File: config.mk
export PLATFORM = sky130hd
export DESIGN_NAME = two_input_event_detector
export DESIGN_NICKNAME = d
export VERILOG_FILES = /design/src/core/event_detector_pkg.sv /design/src/core/input_sampler.sv /design/src/core/cond_matcher.sv /design/src/core/two_input_event_detector.sv
export VERILOG_INCLUDE_DIRS = /design/src /design/src/core
export SDC_FILE = /design/constraint.sdc
export NUM_CORES = 1
export LEC_CHECK = 0
export ABC_AREA = 1
export BUFFER_PORTS_ARGS = -buffer_cell sky130_fd_sc_hd__buf_4
export CORE_MARGIN = 4
export CORE_UTILIZATION = 48
export DETAILED_ROUTE_END_ITERATION = 8
export GPL_ROUTABILITY_DRIVEN = 0
export PLACE_DENSITY = 0.71
export RECOVER_POWER = 50
export SLEW_MARGIN = 20
export SYNTH_ARGS = -nofsm -noshare
export SYNTH_HDL_FRONTEND = slang
export SYNTH_SLANG_ARGS = --single-unit
File: constraint.sdc
create_clock -name sys_clk -period 1.9 [get_ports sys_clk]
set_clock_uncertainty 0.1 [all_clocks]
set_input_delay 0.095 -clock sys_clk [delete_from_list [all_inputs] [get_ports sys_clk]]
set_output_delay 0.095 -clock sys_clk [all_outputs]
set_load 0.01 [all_outputs]
File: src/core/event_detector_regs.svh
// Contract
// - enabled A rise: one-cycle output pulse on each A rising edge, B ignored.
// - enabled A fall: one-cycle output pulse on each A falling edge, B ignored.
// - enabled A low: output high while A stays low, B ignored.
// - enabled A high: output high while A stays high, B ignored.
// - enabled B fall: one-cycle output pulse on each B falling edge, A ignored.
// - enabled B low: output high throughout every B low interval, A ignored.
// - enabled B high: output high throughout every B high interval, A ignored.
// - enabled: one-cycle pulse when A rises while B is low.
// - enabled: one-cycle pulse when A rises while B is high.
// - enabled: one-cycle pulse when A falls while B is low.
// - enabled: one-cycle pulse when A falls while B is high.
// - enabled: one-cycle pulse when B rises while A is low.
// - enabled: one-cycle pulse when B rises while A is high.
// - enabled: one-cycle pulse when B falls while A is low.
// - enabled: one-cycle pulse when B falls while A is high.
`ifndef EVENT_DETECTOR_REGS_SVH
`define EVENT_DETECTOR_REGS_SVH

// ***************************************
// register offsets
// ***************************************
`define EVD_ADDR_W 8
`define EVD_OFS_COND_EN 8'h00
`define EVD_OFS_STATUS 8'h04
`define EVD_OFS_LAST_HIT 8'h08
`define EVD_OFS_EVT_COUNT 8'h0C

// ***************************************
// reset values
// ***************************************
`define EVD_COND_EN_RST 16'h0000
`define EVD_COUNT_RST 16'h0000

// ***************************************
// condition enable bit positions
// ***************************************
`define EVD_A_RISE 0
`define EVD_A_FALL 1
`define EVD_A_LOW 2
`define EVD_A_HIGH 3
`define EVD_B_RISE 4
`define EVD_B_FALL 5
`define EVD_B_LOW 6
`define EVD_B_HIGH 7
`define EVD_AR_BL 8
`define EVD_AR_BH 9
`define EVD_AF_BL 10
`define EVD_AF_BH 11
`define EVD_AL_BR 12
`define EVD_AH_BR 13
`define EVD_AL_BF 14
`define EVD_AH_BF 15

// ***************************************
// status bit positions
// ***************************************
`define EVD_ST_A_LVL 0
`define EVD_ST_B_LVL 1
`define EVD_ST_EVENT 2
`define EVD_ST_SEEN 3

`endif

File: src/core/event_detector_pkg.sv
package event_detector_pkg;

	typedef logic [15:0] cond_vec_t;
	typedef logic [31:0] word_t;

	typedef enum logic [2:0] {
		SEL_NONE = 3'b000,
		SEL_COND_EN = 3'b001,
		SEL_STATUS = 3'b010,
		SEL_LAST_HIT = 3'b011,
		SEL_EVT_COUNT = 3'b100
	} reg_sel_e;

endpackage : event_detector_pkg

File: src/core/input_sampler.sv
`timescale 1ns/100ps
module input_sampler
(
	// clock and reset
	input wire logic sys_clk,
	input wire logic rst_n,
	input wire logic ce,
	// raw phase inputs
	input wire logic phase_a,
	input wire logic phase_b,
	// current and previous samples
	output logic a_cur,
	output logic a_prev,
	output logic b_cur,
	output logic b_prev
);

	// inputs are synchronous, so one stage gives the current level
	always_ff @(posedge sys_clk or negedge rst_n)
	begin
		if (!rst_n)
		begin
			a_cur <= 1'b0;
			b_cur <= 1'b0;
		end
		else if (ce)
		begin
			a_cur <= phase_a;
			b_cur <= phase_b;
		end
	end

	// previous sample; equal to current after reset, so no false edge
	always_ff @(posedge sys_clk or negedge rst_n)
	begin
		if (!rst_n)
		begin
			a_prev <= 1'b0;
			b_prev <= 1'b0;
		end
		else if (ce)
		begin
			a_prev <= a_cur;
			b_prev <= b_cur;
		end
	end

endmodule : input_sampler

File: src/core/cond_matcher.sv
`timescale 1ns/100ps
`include "event_detector_regs.svh"
module cond_matcher
	import event_detector_pkg::*;
(
	// samples
	input wire logic a_cur,
	input wire logic a_prev,
	input wire logic b_cur,
	input wire logic b_prev,
	// enables
	input wire cond_vec_t cond_en,
	// per-condition hits, already masked
	output cond_vec_t hit
);

	// ***************************************
	// raw condition evaluation
	// ***************************************
	function automatic cond_vec_t eval_conds(input logic ac, input logic ap, input logic bc, input logic bp);
		logic ar;
		logic af;
		logic br;
		logic bf;
		cond_vec_t v;
		ar = ac & ~ap;
		af = ~ac & ap;
		br = bc & ~bp;
		bf = ~bc & bp;
		v = 16'h0000;
		v[`EVD_A_RISE] = ar;
		v[`EVD_A_FALL] = af;
		v[`EVD_A_LOW] = ~ac;
		v[`EVD_A_HIGH] = ac;
		v[`EVD_B_RISE] = br;
		v[`EVD_B_FALL] = bf;
		v[`EVD_B_LOW] = ~bc;
		v[`EVD_B_HIGH] = bc;
		v[`EVD_AR_BL] = ar & ~bc;
		v[`EVD_AR_BH] = ar & bc;
		v[`EVD_AF_BL] = af & ~bc;
		v[`EVD_AF_BH] = af & bc;
		v[`EVD_AL_BR] = br & ~ac;
		v[`EVD_AH_BR] = br & ac;
		v[`EVD_AL_BF] = bf & ~ac;
		v[`EVD_AH_BF] = bf & ac;
		return v;
	endfunction : eval_conds

	// qualifier taken at the edge's own sample, so both inputs moving together still match
	assign hit = eval_conds(a_cur, a_prev, b_cur, b_prev) & cond_en;

endmodule : cond_matcher

File: src/core/two_input_event_detector.sv
`timescale 1ns/100ps
`include "event_detector_regs.svh"
module two_input_event_detector
	import event_detector_pkg::*;
(
	// clock, reset, enable
	input wire logic sys_clk,
	input wire logic rst_n,
	input wire logic ce,
	// phase inputs
	input wire logic phase_a,
	input wire logic phase_b,
	// register port
	input wire logic [`EVD_ADDR_W-1:0] reg_addr,
	input wire logic [31:0] reg_wdata,
	input wire logic reg_wr,
	input wire logic reg_rd,
	output logic [31:0] reg_rdata,
	// detected event to counter-timer
	output logic event_out
);

	// ***************************************
	// declarations
	// ***************************************
	logic a_cur;
	logic a_prev;
	logic b_cur;
	logic b_prev;
	cond_vec_t hit;
	cond_vec_t cond_en_r;
	cond_vec_t last_hit_r;
	logic [15:0] evt_count_r;
	logic [15:0] evt_count_nxt;
	logic seen_r;
	logic event_r;
	logic any_hit;
	word_t rdata_r;
	word_t rdata_nxt;
	reg_sel_e wr_sel;
	reg_sel_e rd_sel;

	// ***************************************
	// address decode
	// ***************************************
	// unmapped offsets select nothing: writes dropped, reads zero
	function automatic reg_sel_e decode(input logic [`EVD_ADDR_W-1:0] a);
		reg_sel_e s;
		if (a == `EVD_OFS_COND_EN)
			s = SEL_COND_EN;
		else if (a == `EVD_OFS_STATUS)
			s = SEL_STATUS;
		else if (a == `EVD_OFS_LAST_HIT)
			s = SEL_LAST_HIT;
		else if (a == `EVD_OFS_EVT_COUNT)
			s = SEL_EVT_COUNT;
		else
			s = SEL_NONE;
		return s;
	endfunction : decode

	assign wr_sel = reg_wr ? decode(reg_addr) : SEL_NONE;
	assign rd_sel = reg_rd ? decode(reg_addr) : SEL_NONE;

	// ***************************************
	// sampling and matching
	// ***************************************
	input_sampler u_sampler
	(
		.sys_clk(sys_clk),
		.rst_n(rst_n),
		.ce(ce),
		.phase_a(phase_a),
		.phase_b(phase_b),
		.a_cur(a_cur),
		.a_prev(a_prev),
		.b_cur(b_cur),
		.b_prev(b_prev)
	);

	cond_matcher u_matcher
	(
		.a_cur(a_cur),
		.a_prev(a_prev),
		.b_cur(b_cur),
		.b_prev(b_prev),
		.cond_en(cond_en_r),
		.hit(hit)
	);

	assign any_hit = |hit;

	// ***************************************
	// condition enables
	// ***************************************
	always_ff @(posedge sys_clk or negedge rst_n)
	begin
		if (!rst_n)
			cond_en_r <= `EVD_COND_EN_RST;
		else if (ce && wr_sel == SEL_COND_EN)
			cond_en_r <= reg_wdata[15:0];
	end

	// ***************************************
	// event output
	// ***************************************
	// registered so the counter-timer sees a clean pulse or level, one cycle after the hit
	always_ff @(posedge sys_clk or negedge rst_n)
	begin
		if (!rst_n)
			event_r <= 1'b0;
		else if (ce)
			event_r <= any_hit;
	end

	assign event_out = event_r;

	// ***************************************
	// diagnostics
	// ***************************************
	// last hit pattern kept until the next hit
	always_ff @(posedge sys_clk or negedge rst_n)
	begin
		if (!rst_n)
			last_hit_r <= 16'h0000;
		else if (ce && any_hit)
			last_hit_r <= hit;
	end

	// sticky seen flag; a new hit wins over a software clear
	always_ff @(posedge sys_clk or negedge rst_n)
	begin
		if (!rst_n)
			seen_r <= 1'b0;
		else if (ce)
		begin
			if (any_hit)
				seen_r <= 1'b1;
			else if (wr_sel == SEL_STATUS && reg_wdata[`EVD_ST_SEEN])
				seen_r <= 1'b0;
		end
	end

	// counts cycles with any hit, updated on the same edge as the output; saturates rather than wraps
	always_comb
	begin
		evt_count_nxt = evt_count_r;
		if (wr_sel == SEL_EVT_COUNT)
			evt_count_nxt = {15'h0000, any_hit};
		else if (any_hit && evt_count_r != 16'hFFFF)
			evt_count_nxt = evt_count_r + 16'h0001;
	end

	always_ff @(posedge sys_clk or negedge rst_n)
	begin
		if (!rst_n)
			evt_count_r <= `EVD_COUNT_RST;
		else if (ce)
			evt_count_r <= evt_count_nxt;
	end

	// ***************************************
	// read path
	// ***************************************
	always_comb
	begin
		rdata_nxt = 32'h0000_0000;
		case (rd_sel)
			SEL_COND_EN: rdata_nxt = {16'h0000, cond_en_r};
			SEL_STATUS:
			begin
				rdata_nxt[`EVD_ST_A_LVL] = a_cur;
				rdata_nxt[`EVD_ST_B_LVL] = b_cur;
				rdata_nxt[`EVD_ST_EVENT] = event_r;
				rdata_nxt[`EVD_ST_SEEN] = seen_r;
			end
			SEL_LAST_HIT: rdata_nxt = {16'h0000, last_hit_r};
			SEL_EVT_COUNT: rdata_nxt = {16'h0000, evt_count_r};
			default: rdata_nxt = 32'h0000_0000;
		endcase
	end

	// data valid only in the cycle after the read strobe
	always_ff @(posedge sys_clk or negedge rst_n)
	begin
		if (!rst_n)
			rdata_r <= 32'h0000_0000;
		else if (ce)
			rdata_r <= rdata_nxt;
	end

	assign reg_rdata = rdata_r;

endmodule : two_input_event_detector

# ---- Yosys cells after proc, flatten, opt, wreduce, memory -nomap -nowiden
# Index checks and enable logic that the tools add are counted.
dict set report classes {
  n_addsub 1
  n_eq_ne 11
  muxes 12
  bitwise_logic 17
  reduce_logical 10
}
# op count
set op_table {}
lappend op_table {{$pmux W12 S3} 1}
lappend op_table {{$mux W16} 2}
lappend op_table {{$mux W3} 6}
lappend op_table {{$add A16 B1 Y16 const B} 1}
lappend op_table {{$and A16 B16 Y16} 1}
lappend op_table {{$eq A8 B4 Y1 const B} 2}
lappend op_table {{$ne A16 B16 Y1 const B} 1}
lappend op_table {{$pmux W4 S4} 1}
lappend op_table {{$reduce_or A16 Y1} 1}
lappend op_table {{$and A1 B1 Y1} 12}
lappend op_table {{$eq A3 B2 Y1 const B} 3}
lappend op_table {{$eq A8 B3 Y1 const B} 1}
lappend op_table {{$logic_not A8 Y1} 1}
lappend op_table {{$eq A3 B1 Y1 const B} 2}
lappend op_table {{$eq A3 B3 Y1 const B} 2}
lappend op_table {{$logic_and A1 B1 Y1} 4}
lappend op_table {{$not A1 Y1} 4}
lappend op_table {{$reduce_and A2 Y1} 2}
lappend op_table {{$reduce_bool A2 Y1} 2}
lappend op_table {{$mux W1} 2}
dict set report totals {
  register_bits 86
  inputBits 47
  out_inout_bits 33
  word_cells 61
}

# ---- Longest topological paths before layout
dict set report logic_depth {
  word_depth 10
  mapped_depth 13
  mapped_depth_nobuf 11
}

# ---- Hierarchy
# Synthesis repeated with hierarchy kept, for this count alone.
dict set report hier_totals {
  hier_cells 568
  hier_area_um2 4046.4
}
# mod instances cells_per_inst area_per_inst_um2 seq_area_each_um2
set modules_own_cells {}
lappend modules_own_cells {two_input_event_detector 1 511 3747.3 1651.6}
lappend modules_own_cells {cond_matcher 1 40 150.1 0.0}
lappend modules_own_cells {input_sampler 1 17 148.9 100.1}

# ---- Least setup slack after synthesis
# No wires, ideal clock.
dict set report synth_timing {
  path_type {flip-flop to flip-flop}
  startpoint {register evt_count_r[0]}
  endpoint {register evt_count_r[2]}
  setup_time_ns 0.117
  t_arrival_ns 1.488
  required_time_ns 1.683
  slack_ns 0.195
  stages_incl_launch_ff 12
  path_buffers 1
  synth_period_minus_slack_ns 1.705
  cell_sequence {dfrtp_1 > ha_1 > nand2_2 > nor2_2 > nand2_2 > nor3_2 > nand2_2 > nand3_4 > nand2_2 > buf_6 > nand2_1 > nand2_1}
}
dict set report synth_via {
  elab_chain_cells 4
  word_cells_on_any_way 7
  classes_between {add/sub: 1; eq/ne: 1; mux: 2; reduce/logical: 3}
}
# item line_no
set synth_rtl {}
lappend synth_rtl {{start: declaration} two_input_event_detector.sv:33} ;# logic [15:0] evt_count_r;
lappend synth_rtl {{start signal: assignment} two_input_event_detector.sv:157} ;# evt_count_r <= `EVD_COUNT_RST;
lappend synth_rtl {{start signal: assignment} two_input_event_detector.sv:159} ;# evt_count_r <= evt_count_nxt;
lappend synth_rtl {{parallel branches: the longest is 4 deep, another holds $add A16 B1 Y16} n/a}
# Several ways; the timed one is not identified. The select of a mux whose other input is x is not followed.
# A chain may end at the register's enable or synchronous reset.

# ---- Final worst setup path
dict set report layout_timing {
  startpoint {register u_sampler.b_cur}
  endpoint {register evt_count_r[5]}
}
dict set report layout_via {
  elab_chain_cells 8
  word_cells_on_any_way 16
  classes_between {bitwise: 12; reduce/logical: 4}
}
# item line_no
set layout_rtl {}
lappend layout_rtl {{start: declaration} input_sampler.sv:14} ;# output logic b_cur,
lappend layout_rtl {{start signal: assignment} input_sampler.sv:29} ;# b_cur <= phase_b;
lappend layout_rtl {{$not A1 Y1} n/a}
lappend layout_rtl {{$and A1 B1 Y1} cond_matcher.sv:29} ;# bf = ~bc & bp;
lappend layout_rtl {{$and A1 B1 Y1 (on tied branches)} {cond_matcher.sv:45, cond_matcher.sv:46}}
lappend layout_rtl {{$and A16 B16 Y16 (*)} cond_matcher.sv:51} ;# assign hit = eval_conds(a_cur, a_prev, b_cur, b_prev) & cond_en;
lappend layout_rtl {{$reduce_or A16 Y1 (*)} two_input_event_detector.sv:91} ;# assign any_hit = |hit;
lappend layout_rtl {{$logic_and A1 B1 Y1 (*)} two_input_event_detector.sv:150} ;# else if (any_hit && evt_count_r != 16'hFFFF)
lappend layout_rtl {{$reduce_bool A2 Y1 (no line) (*)} n/a}
lappend layout_rtl {{$reduce_and A2 Y1 (no line) (*)} n/a}
# Mark *: on every way between the ends. The rest lies on a longest branch, timed or not.

==> results.cfg <==
[logic_synthesis]
netlist_instances = 523
yosysMostFrequentCell = nand2_1
syn-mean-instance-area_um2 = 7.76
synthDistinctLibCells = 37
yosys_warnings = 0
synth_area_leaders = dfrtp_1 (43%), nand2_1 (16%), nand3_1 (7.1%)
syn_area_mm2 = 0.00406
ys_ff_latch = 70
synth_edf_count = 0
synth_top_cell_by_area = dfrtp_1
synth-main-ff-cell = dfrtp_1
yosysTopAreaCellShare_pct = 43.1
synth_commonest_cells = nand2_1 (177), dfrtp_1 (70), nand3_1 (58)
async_flop_share_pct = 100
ys_seq_area_share_pct = 43.1

[drt]
wl_mm = 10.4
drc_errors = 0
dr.pass1.iters = 5
drt_first_iter_violations = 269
drt-wirelength-per-cell_um = 14.4
antenna_left = 0
vias = 3751
viasPerCell = 5.23

[power_and_ir_drop]
swShare_pct = 28.9
sequentialPowerShare_pct = 43.8
power_leakage_nw = 2.64
powerDensity_mw_per_mm2 = 761
p_comb_share_pct = 17.6
pwr-share-clk_pct = 38.6
p_int_mw = 2.73
power_switching_mw = 1.11
p_total_mw = 3.84
peakVddDrop_mv = 0.462

[layout]
antenna_cells = 0
n_fill_cell = 728
regArea_mm2 = 0.00175
synthToLayoutAreaGrowth_pct = 24.3
multiInputGateArea_mm2 = 0.00198
drive_gt1_share_pct = 23.7
fin_area_mm2 = 0.00505
final_cells = 717
nets = 655

[run_status]
status = complete, no violations

[sta]
period_share_pct = 94.6
fmax_mhz = 556
worst_slew_pin_slew_ns = 0.856
hold_viol = 0
maxSlewHeadroom_pct = 43.0
grt_setup_unrepaired = yes
setup_violations = 0
holdWs_ns = 0.0197
fin_crit_ns = 1.80
slew_violations = 0
fin_setup_tns_ns = 0

[floorplanning]
io_pins = 80
die_h_um = 100
rows = 33
die_x_um = 100
dieArea_mm2 = 0.00999
initial_core_util_pct = 49.4
fp.coreArea_mm2 = 0.00822

[grt]
met1_usage_pct = 31.6
grtUsageMet2_pct = 34.1
overflow = 0
use_met3_pct = 4.45
busiest_layer = met2
grt_pass1_vias = 3490
grt_pass1_wl_mm = 17.4
antenna_found_initial = 0
grt_usage_pct = 22.1
grt_start_max_net_pins = 37

[placed_design]
detailed_place_hpwl_mm = 7.58
place_area_mm2 = 0.00455
portBuffers = 47
placed_cells = 677

[clocking]
clock-sinks = 70
path_clk_slew_ns = 0.08
htreeDepth = 3
cts_root_buf = clkbuf_8
cts_buffers = 9
insertion_delay_ns = 0.35
cts_tree = yes
cts_setup_buffers = 0
cts_buffer_depth = 2

[worst_setup_path]
worstPathArrival_ns = 1.94
start_kind = flip-flop
regToRegSetupSlack_ns = 0.10
required_ns = 2.04
cp-end-kind = flip-flop
critPathMaxFanout = 9
crit_type = reg -> reg

[flow_run]
max-cap-violations = 0

[worst_hold_path]
min-delay-path-class = in -> reg
## final cells by class
class                      instances  area share (%)
clock buffer                       9            2.45
clock inverter                     7            2.43
inverter                          31            2.70
multi-input combinational        400            39.3
sequential                        70            34.7
tap                              105            2.60
timing repair buffer              95            15.8
## logic make-up (layout without fill, tap and decap cells)
family | Yosys count | count (layout) | share of synthesized area [%]
xor+xnor | 13 | 13 | 2.80
buf+inv | 68 | 142 | 9.89
fa+ha+maj | 1 | 1 | 0.308
compound gates | 34 | 34 | 5.02
mux | 10 | 10 | 2.77
other cells | 1 | 16 | 0.0924
flops | 70 | 70 | 43.1
simple gates | 326 | 326 | 36.0
## path summary, 6_finish.rpt
path / start / to / cells past startpoint
worst max-delay path: u_sampler.b_cur$_DFFE_PN0P_ / evt_count_r[5]$_DFFE_PN0P_ / 11
worst min-delay path: ce / evt_count_r[14]$_DFFE_PN0P_ / 3
worst max register to register: u_sampler.b_cur$_DFFE_PN0P_ / evt_count_r[5]$_DFFE_PN0P_ / 11
worst min register to register: last_hit_r[15]$_DFFE_PN0P_ / last_hit_r[15]$_DFFE_PN0P_ / 2
max in group asynchronous: rst_n / u_sampler.a_cur$_DFFE_PN0P_ / 3
min in group asynchronous: rst_n / cond_en_r[14]$_DFFE_PN0P_ / 2
## stage by stage
stage / worst slack [ns] / utilization [%]
4_1_cts: 0.0112 / 61.3
3_5_place_dp: 0.0442 / 55.4
2_1_floorplan: 0.195 / -
6_report: 0.103 / 61.4
3_3_place_gp: 0.0669 / 55.4
5_1_grt: -0.00543 / 61.4
## sequential cells by signal (all words and copies together), names as in the netlist, 16 cells and up
register and cells:
cond_en_r 16, evt_count_r 16, last_hit_r 16, reg_rdata 16
## per-layer routing
layer | part of all wire, % | wire length (µm) | vias up
met1 | 46 | 4720 | 1784
met5 | 0 | 0 | -
li1 | - | - | 1815
met4 | 1.4 | 143 | 0
met3 | 7.0 | 726 | 12
met2 | 46 | 4770 | 140
## layout by cell type (no fill, tap or decap), types with 3 or more instances in the layout
master,synthesis,layout
nand2_1,177,177
dfrtp_1,70,68
buf_4,16,67
nand3_1,58,58
nor2_1,48,46
inv_1,25,25
dlygate4sd3_1,0,24
o21ai_0,17,16
conb_1,1,16
nand2_2,14,13
xor2_1,11,11
nor2_2,8,10
nand4_1,9,9
o21ai_2,9,9
clkbuf_8,0,9
mux2_2,8,8
a21oi_1,7,6
nor2_4,3,3
bufinv_16,0,3
## power groups by stage
stage,Sequential (mW),Combinational [mW],Clock [mW]
floorplan,1.69,0.442,0
global placement,1.70,0.610,0
detailed placement,1.70,0.627,0
CTS,1.68,0.666,1.50
global route,1.69,0.750,1.58
finish,1.68,0.676,1.48
## repair_timing
action	4_1_cts	5_1_grt
resized for setup	0	9
hold buffers	24	0
endpoints found under the hold margin	78	0
setup endpoints to repair	0	41
## critical path: stages, from the launching register on
cell and delay, ns:
dfrtp_2 0.49, inv_4 0.13, nand2_2 0.09, nor2_2 0.16, nor2_2 0.07, nand2_1 0.06, nor2_1 0.04, nand2_1 0.11
nand3_4 0.12, buf_4 0.19, nand3_1 0.07, nand2_1 0.06
Power figures use the tool's default switching activity.
